**src/scps_pkg.sv**
```systemverilog
package scps_pkg;

   // Command codes as {csN, rasN, casN, weN}
   typedef enum logic [3:0] {
      CMD_MRS = 4'h0,
      CMD_REF = 4'h1,
      CMD_PRE = 4'h2,
      CMD_ACT = 4'h3,
      CMD_WR  = 4'h4,
      CMD_RD  = 4'h5,
      CMD_ZQ  = 4'h6,
      CMD_NOP = 4'h7,
      CMD_DES = 4'h8
   } scps_cmd_t;

   // Device power states
   typedef enum logic [2:0] {
      PS_ON   = 3'b000,
      PS_APD  = 3'b001,
      PS_PPD  = 3'b010,
      PS_SREF = 3'b011,
      PS_PEND = 3'b100
   } scps_pstate_t;

   // Widths
   localparam int BANKS   = 8;
   localparam int CNT_W   = 10;
   localparam int AP_BIT  = 10;

   // Timing counts in clock cycles (nCK)
   localparam logic [9:0] MODE_SET_CMD_GAP          = 10'h004;
   localparam logic [9:0] MODE_SET_UPDATE_DELAY     = 10'h00C;
   localparam logic [9:0] CKE_MIN_PULSE_TIME        = 10'h003;
   localparam logic [9:0] POWERDOWN_EXIT_DELAY      = 10'h003;
   localparam logic [9:0] POWERDOWN_EXIT_LOCK_DELAY = 10'h00A;
   localparam logic [9:0] SELFREF_EXIT_DELAY        = 10'h018;
   localparam logic [9:0] SELFREF_EXIT_LOCK_DELAY   = 10'h200;
   localparam logic [9:0] SELFREF_WRITE_HOLDOFF     = 10'h200;
   localparam logic [9:0] REFRESH_CYCLE_TIME        = 10'h010;
   localparam logic [9:0] PRECHARGE_PERIOD          = 10'h004;
   localparam logic [9:0] AUTOPRECHARGE_WRITE_RECOVERY = 10'h008;
   localparam logic [9:0] CALIBRATION_TIME          = 10'h040;
   localparam logic [9:0] BURST_CYCLES              = 10'h004;

   // Larger of two counts
   function automatic logic [9:0] maxCnt(input logic [9:0] a, input logic [9:0] b);
      maxCnt = (a > b) ? a : b;
   endfunction

   // Decrement saturating at zero
   function automatic logic [9:0] decCnt(input logic [9:0] a);
      decCnt = (a != 10'h000) ? a - 10'h001 : 10'h000;
   endfunction

endpackage

```
**src/scps_link_if.sv**
```systemverilog
`timescale 1ns/1ps
interface scps_link_if;
   logic        cke;
   logic        csN;
   logic        rasN;
   logic        casN;
   logic        weN;
   logic [2:0]  bank;
   logic [13:0] addr;
   logic        odt;

   // Memory controller end
   modport ctrl (output cke, csN, rasN, casN, weN, bank, addr, odt);
   // Memory device end
   modport dev (input cke, csN, rasN, casN, weN, bank, addr, odt);
endinterface

```
**src/scps_device.sv**
```systemverilog
`timescale 1ns/1ps
module scps_device (
   // System
   input  wire logic                  clk_sys,
   input  wire logic                  resetn,
   // Link from controller
   scps_link_if.dev                   link,
   // Status
   output logic [2:0]                 powerState,
   output logic [scps_pkg::BANKS-1:0] banksOpen,
   output logic                       allIdle,
   output logic                       odtActive,
   output logic                       selfRefreshRun,
   output logic                       illegalSeq
);

   scps_pkg::scps_pstate_t            state_r;
   scps_pkg::scps_pstate_t            state_nxt;
   scps_pkg::scps_cmd_t               cmd;
   logic                              ckePrev_r;
   logic [scps_pkg::BANKS-1:0]        bankOpen_r;
   logic [scps_pkg::CNT_W-1:0]        burstCnt_r;
   logic [scps_pkg::CNT_W-1:0]        prechgCnt_r;
   logic [scps_pkg::CNT_W-1:0]        busyCnt_r;
   logic [scps_pkg::CNT_W-1:0]        busyLoad;
   logic                              cmdLive;
   logic                              ckeFall;
   logic                              ckeRise;
   logic                              idleNow;
   logic                              illegal;
   logic                              allIdle_r;
   logic                              odtActive_r;
   logic                              selfRefreshRun_r;
   logic                              illegalSeq_r;

   // Decode pins; deselect whenever chip select is high
   always_comb begin
      if (link.csN) begin
         cmd = scps_pkg::CMD_DES;
      end else begin
         cmd = scps_pkg::scps_cmd_t'({1'b0, link.rasN, link.casN, link.weN});
      end
   end

   // Clock-enable history sampled every edge
   always_ff @(posedge clk_sys or negedge resetn) begin
      if (!resetn) begin
         ckePrev_r <= 1'b0;
      end else begin
         ckePrev_r <= link.cke;
      end
   end

   // Commands only count with enable high at both edges
   assign cmdLive = ckePrev_r && link.cke;
   assign ckeFall = ckePrev_r && !link.cke;
   assign ckeRise = !ckePrev_r && link.cke;

   // Idle: banks closed, no burst, enable high before this edge, timers expired
   assign idleNow = (bankOpen_r == '0) && (burstCnt_r == '0) && (prechgCnt_r == '0)
                    && (busyCnt_r == '0) && ckePrev_r && (state_r == scps_pkg::PS_ON);

   // Open-bank tracking from activate and precharge
   always_ff @(posedge clk_sys or negedge resetn) begin
      if (!resetn) begin
         bankOpen_r <= '0;
      end else if (cmdLive) begin
         case (cmd)
            scps_pkg::CMD_ACT: begin
               bankOpen_r[link.bank] <= 1'b1;
            end
            scps_pkg::CMD_PRE: begin
               if (link.addr[scps_pkg::AP_BIT]) begin
                  bankOpen_r <= '0;
               end else begin
                  bankOpen_r[link.bank] <= 1'b0;
               end
            end
            scps_pkg::CMD_RD, scps_pkg::CMD_WR: begin
               if (link.addr[scps_pkg::AP_BIT]) begin
                  bankOpen_r[link.bank] <= 1'b0;
               end
            end
            default: begin
               bankOpen_r <= bankOpen_r;
            end
         endcase
      end
   end

   // Data burst in flight; no-op and deselect leave it running
   always_ff @(posedge clk_sys or negedge resetn) begin
      if (!resetn) begin
         burstCnt_r <= '0;
      end else if (cmdLive && (cmd == scps_pkg::CMD_RD || cmd == scps_pkg::CMD_WR)) begin
         burstCnt_r <= scps_pkg::BURST_CYCLES;
      end else begin
         burstCnt_r <= scps_pkg::decCnt(burstCnt_r);
      end
   end

   // Precharge in progress, including auto-precharge
   always_ff @(posedge clk_sys or negedge resetn) begin
      if (!resetn) begin
         prechgCnt_r <= '0;
      end else if (cmdLive && cmd == scps_pkg::CMD_PRE) begin
         prechgCnt_r <= scps_pkg::PRECHARGE_PERIOD;
      end else if (cmdLive && cmd == scps_pkg::CMD_WR && link.addr[scps_pkg::AP_BIT]) begin
         prechgCnt_r <= scps_pkg::AUTOPRECHARGE_WRITE_RECOVERY;
      end else if (cmdLive && cmd == scps_pkg::CMD_RD && link.addr[scps_pkg::AP_BIT]) begin
         prechgCnt_r <= scps_pkg::PRECHARGE_PERIOD;
      end else begin
         prechgCnt_r <= scps_pkg::decCnt(prechgCnt_r);
      end
   end

   // Pending timing from refresh, calibration, mode set and exits
   always_comb begin
      busyLoad = '0;
      if (cmdLive) begin
         case (cmd)
            scps_pkg::CMD_REF: busyLoad = scps_pkg::REFRESH_CYCLE_TIME;
            scps_pkg::CMD_ZQ:  busyLoad = scps_pkg::CALIBRATION_TIME;
            scps_pkg::CMD_MRS: busyLoad = scps_pkg::maxCnt(scps_pkg::MODE_SET_CMD_GAP,
                                                           scps_pkg::MODE_SET_UPDATE_DELAY);
            default:           busyLoad = '0;
         endcase
      end else if (ckeRise && state_r == scps_pkg::PS_SREF) begin
         busyLoad = scps_pkg::SELFREF_EXIT_LOCK_DELAY;
      end else if (ckeRise && state_r != scps_pkg::PS_ON) begin
         busyLoad = scps_pkg::POWERDOWN_EXIT_LOCK_DELAY;
      end
   end

   always_ff @(posedge clk_sys or negedge resetn) begin
      if (!resetn) begin
         busyCnt_r <= '0;
      end else begin
         busyCnt_r <= scps_pkg::maxCnt(scps_pkg::decCnt(busyCnt_r), busyLoad);
      end
   end

   // Power-state transitions from the enable pair and command
   always_comb begin
      state_nxt = state_r;
      illegal   = 1'b0;
      case (state_r)
         scps_pkg::PS_ON: begin
            if (ckeFall) begin
               if (cmd == scps_pkg::CMD_REF && idleNow) begin
                  state_nxt = scps_pkg::PS_SREF;
               end else if (cmd != scps_pkg::CMD_NOP && cmd != scps_pkg::CMD_DES) begin
                  illegal   = 1'b1;
                  state_nxt = scps_pkg::PS_PPD;
               end else if (burstCnt_r != '0 || prechgCnt_r != '0) begin
                  state_nxt = scps_pkg::PS_PEND;
               end else if (bankOpen_r != '0) begin
                  state_nxt = scps_pkg::PS_APD;
               end else begin
                  state_nxt = scps_pkg::PS_PPD;
               end
            end else if (!ckePrev_r && !link.cke) begin
               state_nxt = scps_pkg::PS_PPD;
            end
         end
         scps_pkg::PS_PEND: begin
            if (link.cke) begin
               state_nxt = scps_pkg::PS_ON;
            end else if (burstCnt_r == '0 && prechgCnt_r == '0) begin
               state_nxt = (bankOpen_r != '0) ? scps_pkg::PS_APD : scps_pkg::PS_PPD;
            end
         end
         scps_pkg::PS_APD, scps_pkg::PS_PPD, scps_pkg::PS_SREF: begin
            if (link.cke) begin
               state_nxt = scps_pkg::PS_ON;
               illegal   = (cmd != scps_pkg::CMD_NOP && cmd != scps_pkg::CMD_DES);
            end
         end
         default: begin
            state_nxt = scps_pkg::PS_ON;
         end
      endcase
   end

   always_ff @(posedge clk_sys or negedge resetn) begin
      if (!resetn) begin
         state_r <= scps_pkg::PS_PPD;
      end else begin
         state_r <= state_nxt;
      end
   end

   // Status flops
   always_ff @(posedge clk_sys or negedge resetn) begin
      if (!resetn) begin
         allIdle_r        <= 1'b0;
         odtActive_r      <= 1'b0;
         selfRefreshRun_r <= 1'b0;
         illegalSeq_r     <= 1'b0;
      end else begin
         allIdle_r        <= idleNow;
         odtActive_r      <= link.odt && (state_nxt != scps_pkg::PS_SREF);
         selfRefreshRun_r <= (state_nxt == scps_pkg::PS_SREF);
         illegalSeq_r     <= illegal;
      end
   end

   assign powerState     = state_r;
   assign banksOpen      = bankOpen_r;
   assign allIdle        = allIdle_r;
   assign odtActive      = odtActive_r;
   assign selfRefreshRun = selfRefreshRun_r;
   assign illegalSeq     = illegalSeq_r;

endmodule

```
**src/flat_wrapper.sv**
```systemverilog
// flat-port wrapper written by rule: the top's interface ports become plain ports
module scps_device_flat 
  (clk_sys, resetn, powerState, banksOpen, allIdle, odtActive, selfRefreshRun, illegalSeq, link_cke, link_csN, link_rasN, link_casN, link_weN, link_bank, link_addr, link_odt);
  scps_link_if link_i ();
  input  wire logic clk_sys;
  input  wire logic resetn;
  output logic [2:0] powerState;
  output logic [scps_pkg::BANKS-1:0] banksOpen;
  output logic allIdle;
  output logic odtActive;
  output logic selfRefreshRun;
  output logic illegalSeq;
  input wire logic [$bits(link_i.cke)-1:0] link_cke;
  input wire logic [$bits(link_i.csN)-1:0] link_csN;
  input wire logic [$bits(link_i.rasN)-1:0] link_rasN;
  input wire logic [$bits(link_i.casN)-1:0] link_casN;
  input wire logic [$bits(link_i.weN)-1:0] link_weN;
  input wire logic [$bits(link_i.bank)-1:0] link_bank;
  input wire logic [$bits(link_i.addr)-1:0] link_addr;
  input wire logic [$bits(link_i.odt)-1:0] link_odt;
  assign link_i.cke = link_cke;
  assign link_i.csN = link_csN;
  assign link_i.rasN = link_rasN;
  assign link_i.casN = link_casN;
  assign link_i.weN = link_weN;
  assign link_i.bank = link_bank;
  assign link_i.addr = link_addr;
  assign link_i.odt = link_odt;
  scps_device u_core (.clk_sys(clk_sys), .resetn(resetn), .link(link_i), .powerState(powerState), .banksOpen(banksOpen), .allIdle(allIdle), .odtActive(odtActive), .selfRefreshRun(selfRefreshRun), .illegalSeq(illegalSeq));
endmodule
```
**config.mk**
```make
export PLATFORM = sky130hd
export DESIGN_NAME = scps_device_flat
export DESIGN_NICKNAME = d
export VERILOG_FILES = /design/src/scps_pkg.sv /design/src/scps_link_if.sv /design/src/scps_device.sv /design/src/flat_wrapper.sv
export SDC_FILE = /design/constraint.sdc
export NUM_CORES = 1
export LEC_CHECK = 0
export ABC_AREA = 1
export BUFFER_PORTS_ARGS = -buffer_cell sky130_fd_sc_hd__buf_4
export CAP_MARGIN = 20
export CORE_ASPECT_RATIO = 0.6
export CORE_MARGIN = 5
export CORE_UTILIZATION = 46
export DETAILED_ROUTE_END_ITERATION = 10
export PLACE_DENSITY_LB_ADDON = 0.3
export SLEW_MARGIN = 5
export SYNTH_ARGS = -nofsm -noshare
export SYNTH_HDL_FRONTEND = slang
export SYNTH_SLANG_ARGS = --single-unit
```
**constraint.sdc**
```tcl
create_clock -name clk_sys -period 2.7 [get_ports clk_sys]
set_input_delay 0.27 -clock clk_sys [delete_from_list [all_inputs] [get_ports clk_sys]]
set_output_delay 0.27 -clock clk_sys [all_outputs]
set_load 0.01 [all_outputs]
```
Word level (Yosys, flattened, before mapping)
Index checks and enable logic that the tools add are counted.
- add/sub/neg operators: 3
- magnitude comparators: 3
- equality and inequality tests: 15
- multiplexer cells: 33
- bitwise gates (word level): 3
- reductions and logical operators: 41
- operators by type and width (operator ; number):
    10-bit two-way mux ; 10
    10-bit zero test ; 3
    10-bit nonzero test ; 3
    10-bit by 1-bit subtractor with 10-bit output, second input constant ; 3
    3-bit two-way mux ; 8
    8-bit case mux with 3 select lines ; 1
    1-bit logical AND ; 22
    7-bit case mux with 3 select lines ; 1
    8-bit two-way mux ; 2
    4-bit by 3-bit == test with 1-bit output, second input constant ; 3
    10-bit greater-than comparator ; 1
    3-bit by 2-bit == test with 1-bit output, second input constant ; 3
    3-bit case mux with 3 select lines ; 1
    8-bit AND ; 1
    4-bit by 2-bit == test with 1-bit output, second input constant ; 2
    8-bit zero test ; 1
    4-bit two-way mux ; 2
    8-bit NOT ; 1
    8-bit OR ; 1
    8-bit nonzero test ; 1
    3-bit nonzero test ; 2
    1-bit two-way mux ; 5
    4-bit by 1-bit == test with 1-bit output, second input constant ; 1
    4-bit zero test ; 1
    17 further kinds ; 19
- register bits after elaboration: 46
- input bits: 25
- output and inout bits: 15
- logic and storage cells: 108

Depth between registers and ports, before layout
- word-level depth: 12
- depth in mapped cells: 18
- mapped depth without buffers: 18

Worst setup path before layout
OpenSTA, ideal clock, no wires.
- path kind: reg2reg
- start: register u_core.state_r[1], in the netlist u_core.powerState[1]
- end: register u_core.busyCnt_r[6] (netlist bit)
- library setup time: 65 ps
- arrival: 2287 ps
- required time: 2635 ps
- slack: 348 ps
- cell stages (with the launch flop): 17
- buffers on the path: 0
- clock period less this slack: 2352 ps
- cell sequence: dfstp_2 > or2_2 > nor2_1 > nor3_1 > inv_1 > nand2_1 > inv_1 > ha_1 > a21oi_1 > nand2_1 > a21oi_1 > nand2_1 > a21oi_2 > nand2_2 > nand2_4 > nand2_1 > nand2_1
- longest elaborated chain between the ends: 7
- elaborated cells on any way between the ends: 9
- those cells by class: order compare (1); eq/ne (1); mux (4); reduce/logical (3)
- ends and longest elaborated chain (item ; line ; RTL):
    start: declaration ; scps_device.sv:17 ; scps_pkg::scps_pstate_t state_r;
    start signal: assignment ; scps_device.sv:187 ; state_r <= scps_pkg::PS_PPD;
    start signal: assignment ; scps_device.sv:189 ; state_r <= state_nxt;
    3-bit nonzero test ; scps_device.sv:130 ; end else if (ckeRise && state_r != scps_pkg::PS_ON) begin
    1-bit logical AND ; scps_device.sv:130 ;
    4-bit two-way mux ; scps_device.sv:130 ;
    10-bit two-way mux * ; scps_device.sv:128 ; end else if (ckeRise && state_r == scps_pkg::PS_SREF) begin
    10-bit two-way mux * ; scps_device.sv:120 ; if (cmdLive) begin
    10-bit greater-than comparator * ; scps_pkg.sv:47 ; maxCnt = (a > b) ? a : b;
    10-bit two-way mux * ; scps_pkg.sv:47 ;
    end signal: assignment ; scps_device.sv:139 ; busyCnt_r <= scps_pkg::maxCnt(scps_pkg::decCnt(busyCnt_r), busyLoad);
    end: declaration ; scps_device.sv:24 ; logic [scps_pkg::CNT_W-1:0] busyCnt_r;
Mark *: on every way between the ends. The rest lies on a longest branch, timed or not.
A chain may end at the register's enable or synchronous reset.

Worst setup path after layout
- start: register u_core.busyCnt_r[2] (netlist bit)
- end: register u_core.busyCnt_r[2] (netlist bit)
- longest elaborated chain between the ends: 4
- elaborated cells on any way between the ends: 5
- those cells by class: add/sub (1); order compare (1); mux (2); reduce/logical (1)
- ends and longest elaborated chain (item ; line ; RTL):
    10-bit by 1-bit subtractor with 10-bit output / 10-bit nonzero test (equally long branches) ; scps_pkg.sv:52 ; decCnt = (a != 10'h000) ? a - 10'h001 : 10'h000;
    10-bit two-way mux * ; scps_pkg.sv:52 ;
    10-bit greater-than comparator ; scps_pkg.sv:47 ;
    10-bit two-way mux * ; scps_pkg.sv:47 ;
Marks and branches as above.

==> impl_metrics.toml <==
[clock_tree]
cts_max_level = 2
cts_sinks = 46
cts-root-buf = "clkbuf_8"
clk_pin_slew_ns = 0.08
clock_latency_ns = 0.30
tritoncts = "built"
clock_path_buffers = 2
cts_buffers = 5

[synth]
ys_seq_area_share_pct = 40.3
syn_inst = 400
synth.area.top_cells = "dfrtp_1 39%, inv_1 11%, nor2_1 9.8%"
synth_top_area_share_pct = 39.3
ys_ff_latch = 46
async_flop_share_pct = 100
syn_nets = 435
yosysUniqueCellTypes = 31
synth_top_area_cell = "dfrtp_1"
yosys_warnings = 0
netlist_area_um2 = 2860
synthFlopType = "dfrtp_1"
postSynthAreaPerCell_um2 = 7.16
synth-edff-count = 0

[power_and_ir_drop]
power_density_nw_per_um2 = 1030
power.leakage_nw = 1.75
ir_worst_vdd_mv = 0.381

[outcome]
run_status = "finished clean"

[floorplanning]
die_width_um = 112
core_area_um2 = 6080
ios = 40
chipHeight_um = 71.1
floorplan.initialDensity_pct = 47.1
die_area_um2 = 7950
rows = 22

[route]
wl_met1_um = 3350
first_pass_iters = 4
routed_via_density = 4.82
wl_met3_um = 318
drc = 0
wl_um = 6160
vias = 2516
top_layer = "met4"
wl_per_cell_um = 11.8
drt_iter0_drc = 149
dr_wl_met2_um = 2440
ant_nets = 0

[setup_path]
cp-end-kind = "flop"
r2r_setup_slack_ns = 0.23
r2r_end = "u_core.busyCnt_r[2]$_DFF_PN0_"
slowest_delay_ns = 0.40
path_cells = "nor2_2 -> nand2_1 -> inv_1 -> nand2_1 -> nor2_1 -> o21ai_0 -> a21oi_2 -> ha_1 -> nand2_1 -> nor2_1 -> a21boi_2 -> nand4_4 -> nand3_1 -> nand2_1"
crit_type = "reg2reg"
cp.arrival_ns = 2.66
worstPathRequired_ns = 2.88
path_max_fanout = 8
start_kind = "flop"
cpMostUsedCell = "nand2_1"
critPathSlowestCell = "dfrtp_1"
regToRegStartpoint = "u_core.busyCnt_r[2]$_DFF_PN0_"
ff2ff_path_depth = 14

[min_path]
holdCritPathClass = "in2reg"
worstHoldStart = "link_cke"
min_to = "u_core.ckePrev_r$_DFF_PN0_"
worstHoldPathCells = 1

[timing]
finalSetupViolations = 0
slew_violations = 0
max_slew_margin_pct = 62.0
fin_ws_ns = 0.226
finalCritPeriodShare_pct = 91.6
worst_pin_slew_ns = 0.570
hold_viol = 0
max_freq_mhz = 404
period_needed_ns = 2.47
fin_skew_ns = 0.00581

[global_route]
grt_overflow = 0
grtUsageTotal_pct = 15.5
grt_pass1_vias = 2265
grt_max_degree = 47
antenna_found_initial = 0
grt_pass1_wl_um = 10200

[placement]
gp_congestion = 0.850
port_buffers = 26
postPlaceCellArea_um2 = 3180
dp_hpwl_um = 4750
preCtsSetupSlack_ns = 0.0981
dpl.cell_count = 512

[final_layout]
fill_cells = 588
stdcell_area_um2 = 3340
fin_nets = 472
final_cells = 522
drive_gt1_share_pct = 16.2
synthToLayoutAreaGrowth_pct = 16.7
num_antenna_cells = 0

[job]
max_cap_violations = 0
routing by layer:
metal | track usage [%] | up-vias
met5 | 0 | -
met4 | 3.91 | 0
met3 | 3.25 | 7
met2 | 21.4 | 52
met1 | 24.4 | 1145
li1 | - | 1312
cell usage in the layout (no fill, tap or decap), types with 2 or more instances in the layout:
master    instances
a21oi_2           3
inv_2             7
nand2_1          63
nor3_2            2
inv_1            81
clkbuf_8          5
a21oi_1          11
dfrtp_1          45
nand4_1           7
o21ai_0          20
ha_1             10
nor2_2            3
nand2_4           4
xnor2_1           3
nor2_1           74
xor2_1            9
buf_4            28
nand3_1          23
or2_2             3
nand2_2           5
nor3_1           13
nand3_2           3
synthesized netlist by cell type (2+ instances only):
master / count
o21ai_0: 21
nand4_1: 7
nor2_1: 75
xnor2_1: 3
nand2_2: 6
nand2_4: 2
dfrtp_1: 45
inv_2: 5
nand3_2: 3
ha_1: 10
nor3_1: 14
nand2_1: 63
nor2_2: 2
xor2_1: 9
nand3_1: 23
a21oi_1: 13
or2_2: 3
inv_1: 83
how the worst max path moves through the flow:
| stage | from | to | slack, ns | depth (start not counted) |
|---|---|---|---|---|
| final | u_core.busyCnt_r[2]$_DFF_PN0_ | u_core.busyCnt_r[2]$_DFF_PN0_ | 0.23 | 14 |
| after global routing | u_core.busyCnt_r[0]$_DFF_PN0_ | u_core.busyCnt_r[2]$_DFF_PN0_ | -0.05 | 15 |
| after CTS | u_core.busyCnt_r[0]$_DFF_PN0_ | u_core.busyCnt_r[2]$_DFF_PN0_ | 0.10 | 15 |
| after detailed placement | link_weN | u_core.busyCnt_r[2]$_DFF_PN0_ | 0.1 | 14 |
| after global placement | link_weN | u_core.busyCnt_r[3]$_DFF_PN0_ | 0.15 | 16 |
| after floorplan | u_core.powerState[1]$_DFF_PN1_ | u_core.busyCnt_r[6]$_DFF_PN0_ | 0.35 | 16 |
stage by stage:
| stage | hold WS (ns) | util, % | setup TNS, ns | power (mW) |
|---|---|---|---|---|
| after floorplan | -0.0256 | - | 0 | 2.40 |
| after global placement | 0.312 | 52.2 | 0 | 2.76 |
| after detailed placement | 0.313 | 52.2 | 0 | 2.83 |
| after CTS | 0.110 | 54.2 | 0 | 3.35 |
| after global routing | 0.122 | 54.9 | -0.201 | 3.78 |
| final | 0.128 | 54.9 | 0 | 3.44 |
registers in the layout, indices dropped and copies added (netlist names):
name / flops
u_core.illegalSeq: 1
u_core.prechgCnt_r: 10
u_core.odtActive: 1
u_core.busyCnt_r: 10
u_core.allIdle: 1
u_core.powerState: 3
u_core.banksOpen: 8
u_core.burstCnt_r: 10
u_core.ckePrev_r: 1
u_core.selfRefreshRun: 1
kinds of logic (layout without fill, tap and decap cells):
kind of cell / after synthesis / after routing / share of synthesized area [%]
DFF: 46 / 46 / 40.3
buffers and inverters: 88 / 125 / 11.5
and+or+nand+nor: 205 / 206 / 32.9
xor gates and xnor gates: 12 / 12 / 3.67
adders and majority gates: 10 / 10 / 4.37
AOI/OAI and AO/OA: 39 / 39 / 7.30
final cells by class:
type | instances | area [um2] | share of cell area [%]
Multi-Input combinational cell | 267 | 1420 | 42.6
Sequential cell | 46 | 1150 | 34.5
Inverter | 88 | 330 | 9.88
Timing Repair Buffer | 29 | 220 | 6.59
Tap cell | 84 | 105 | 3.14
Clock buffer | 6 | 72.6 | 2.17
Clock inverter | 2 | 37.5 | 1.12
critical path, delay by kind of cell, from the launching register on:
family	cells	cell delay (ns)
AO/OA/AOI/OAI	3	0.55
adder cells (fa/ha/maj)	1	0.18
buffers and inverters	1	0.10
flip-flops	1	0.40
AND/OR/NAND/NOR	9	1.13
timing repair:
action,4_1_cts,5_1_grt
hold buffers,1,0
hold endpoints to repair,45,0
endpoints found under the setup margin,0,10
buffers inserted,0,0
resized for setup,0,11
where the power goes:
group          internal (mW)  switching, mW
Sequential             0.946          0.175
Combinational          0.687           1.13
Clock                  0.276          0.226
Total                   1.91           1.53
Note: power is estimated with default switching activity, not from simulation.
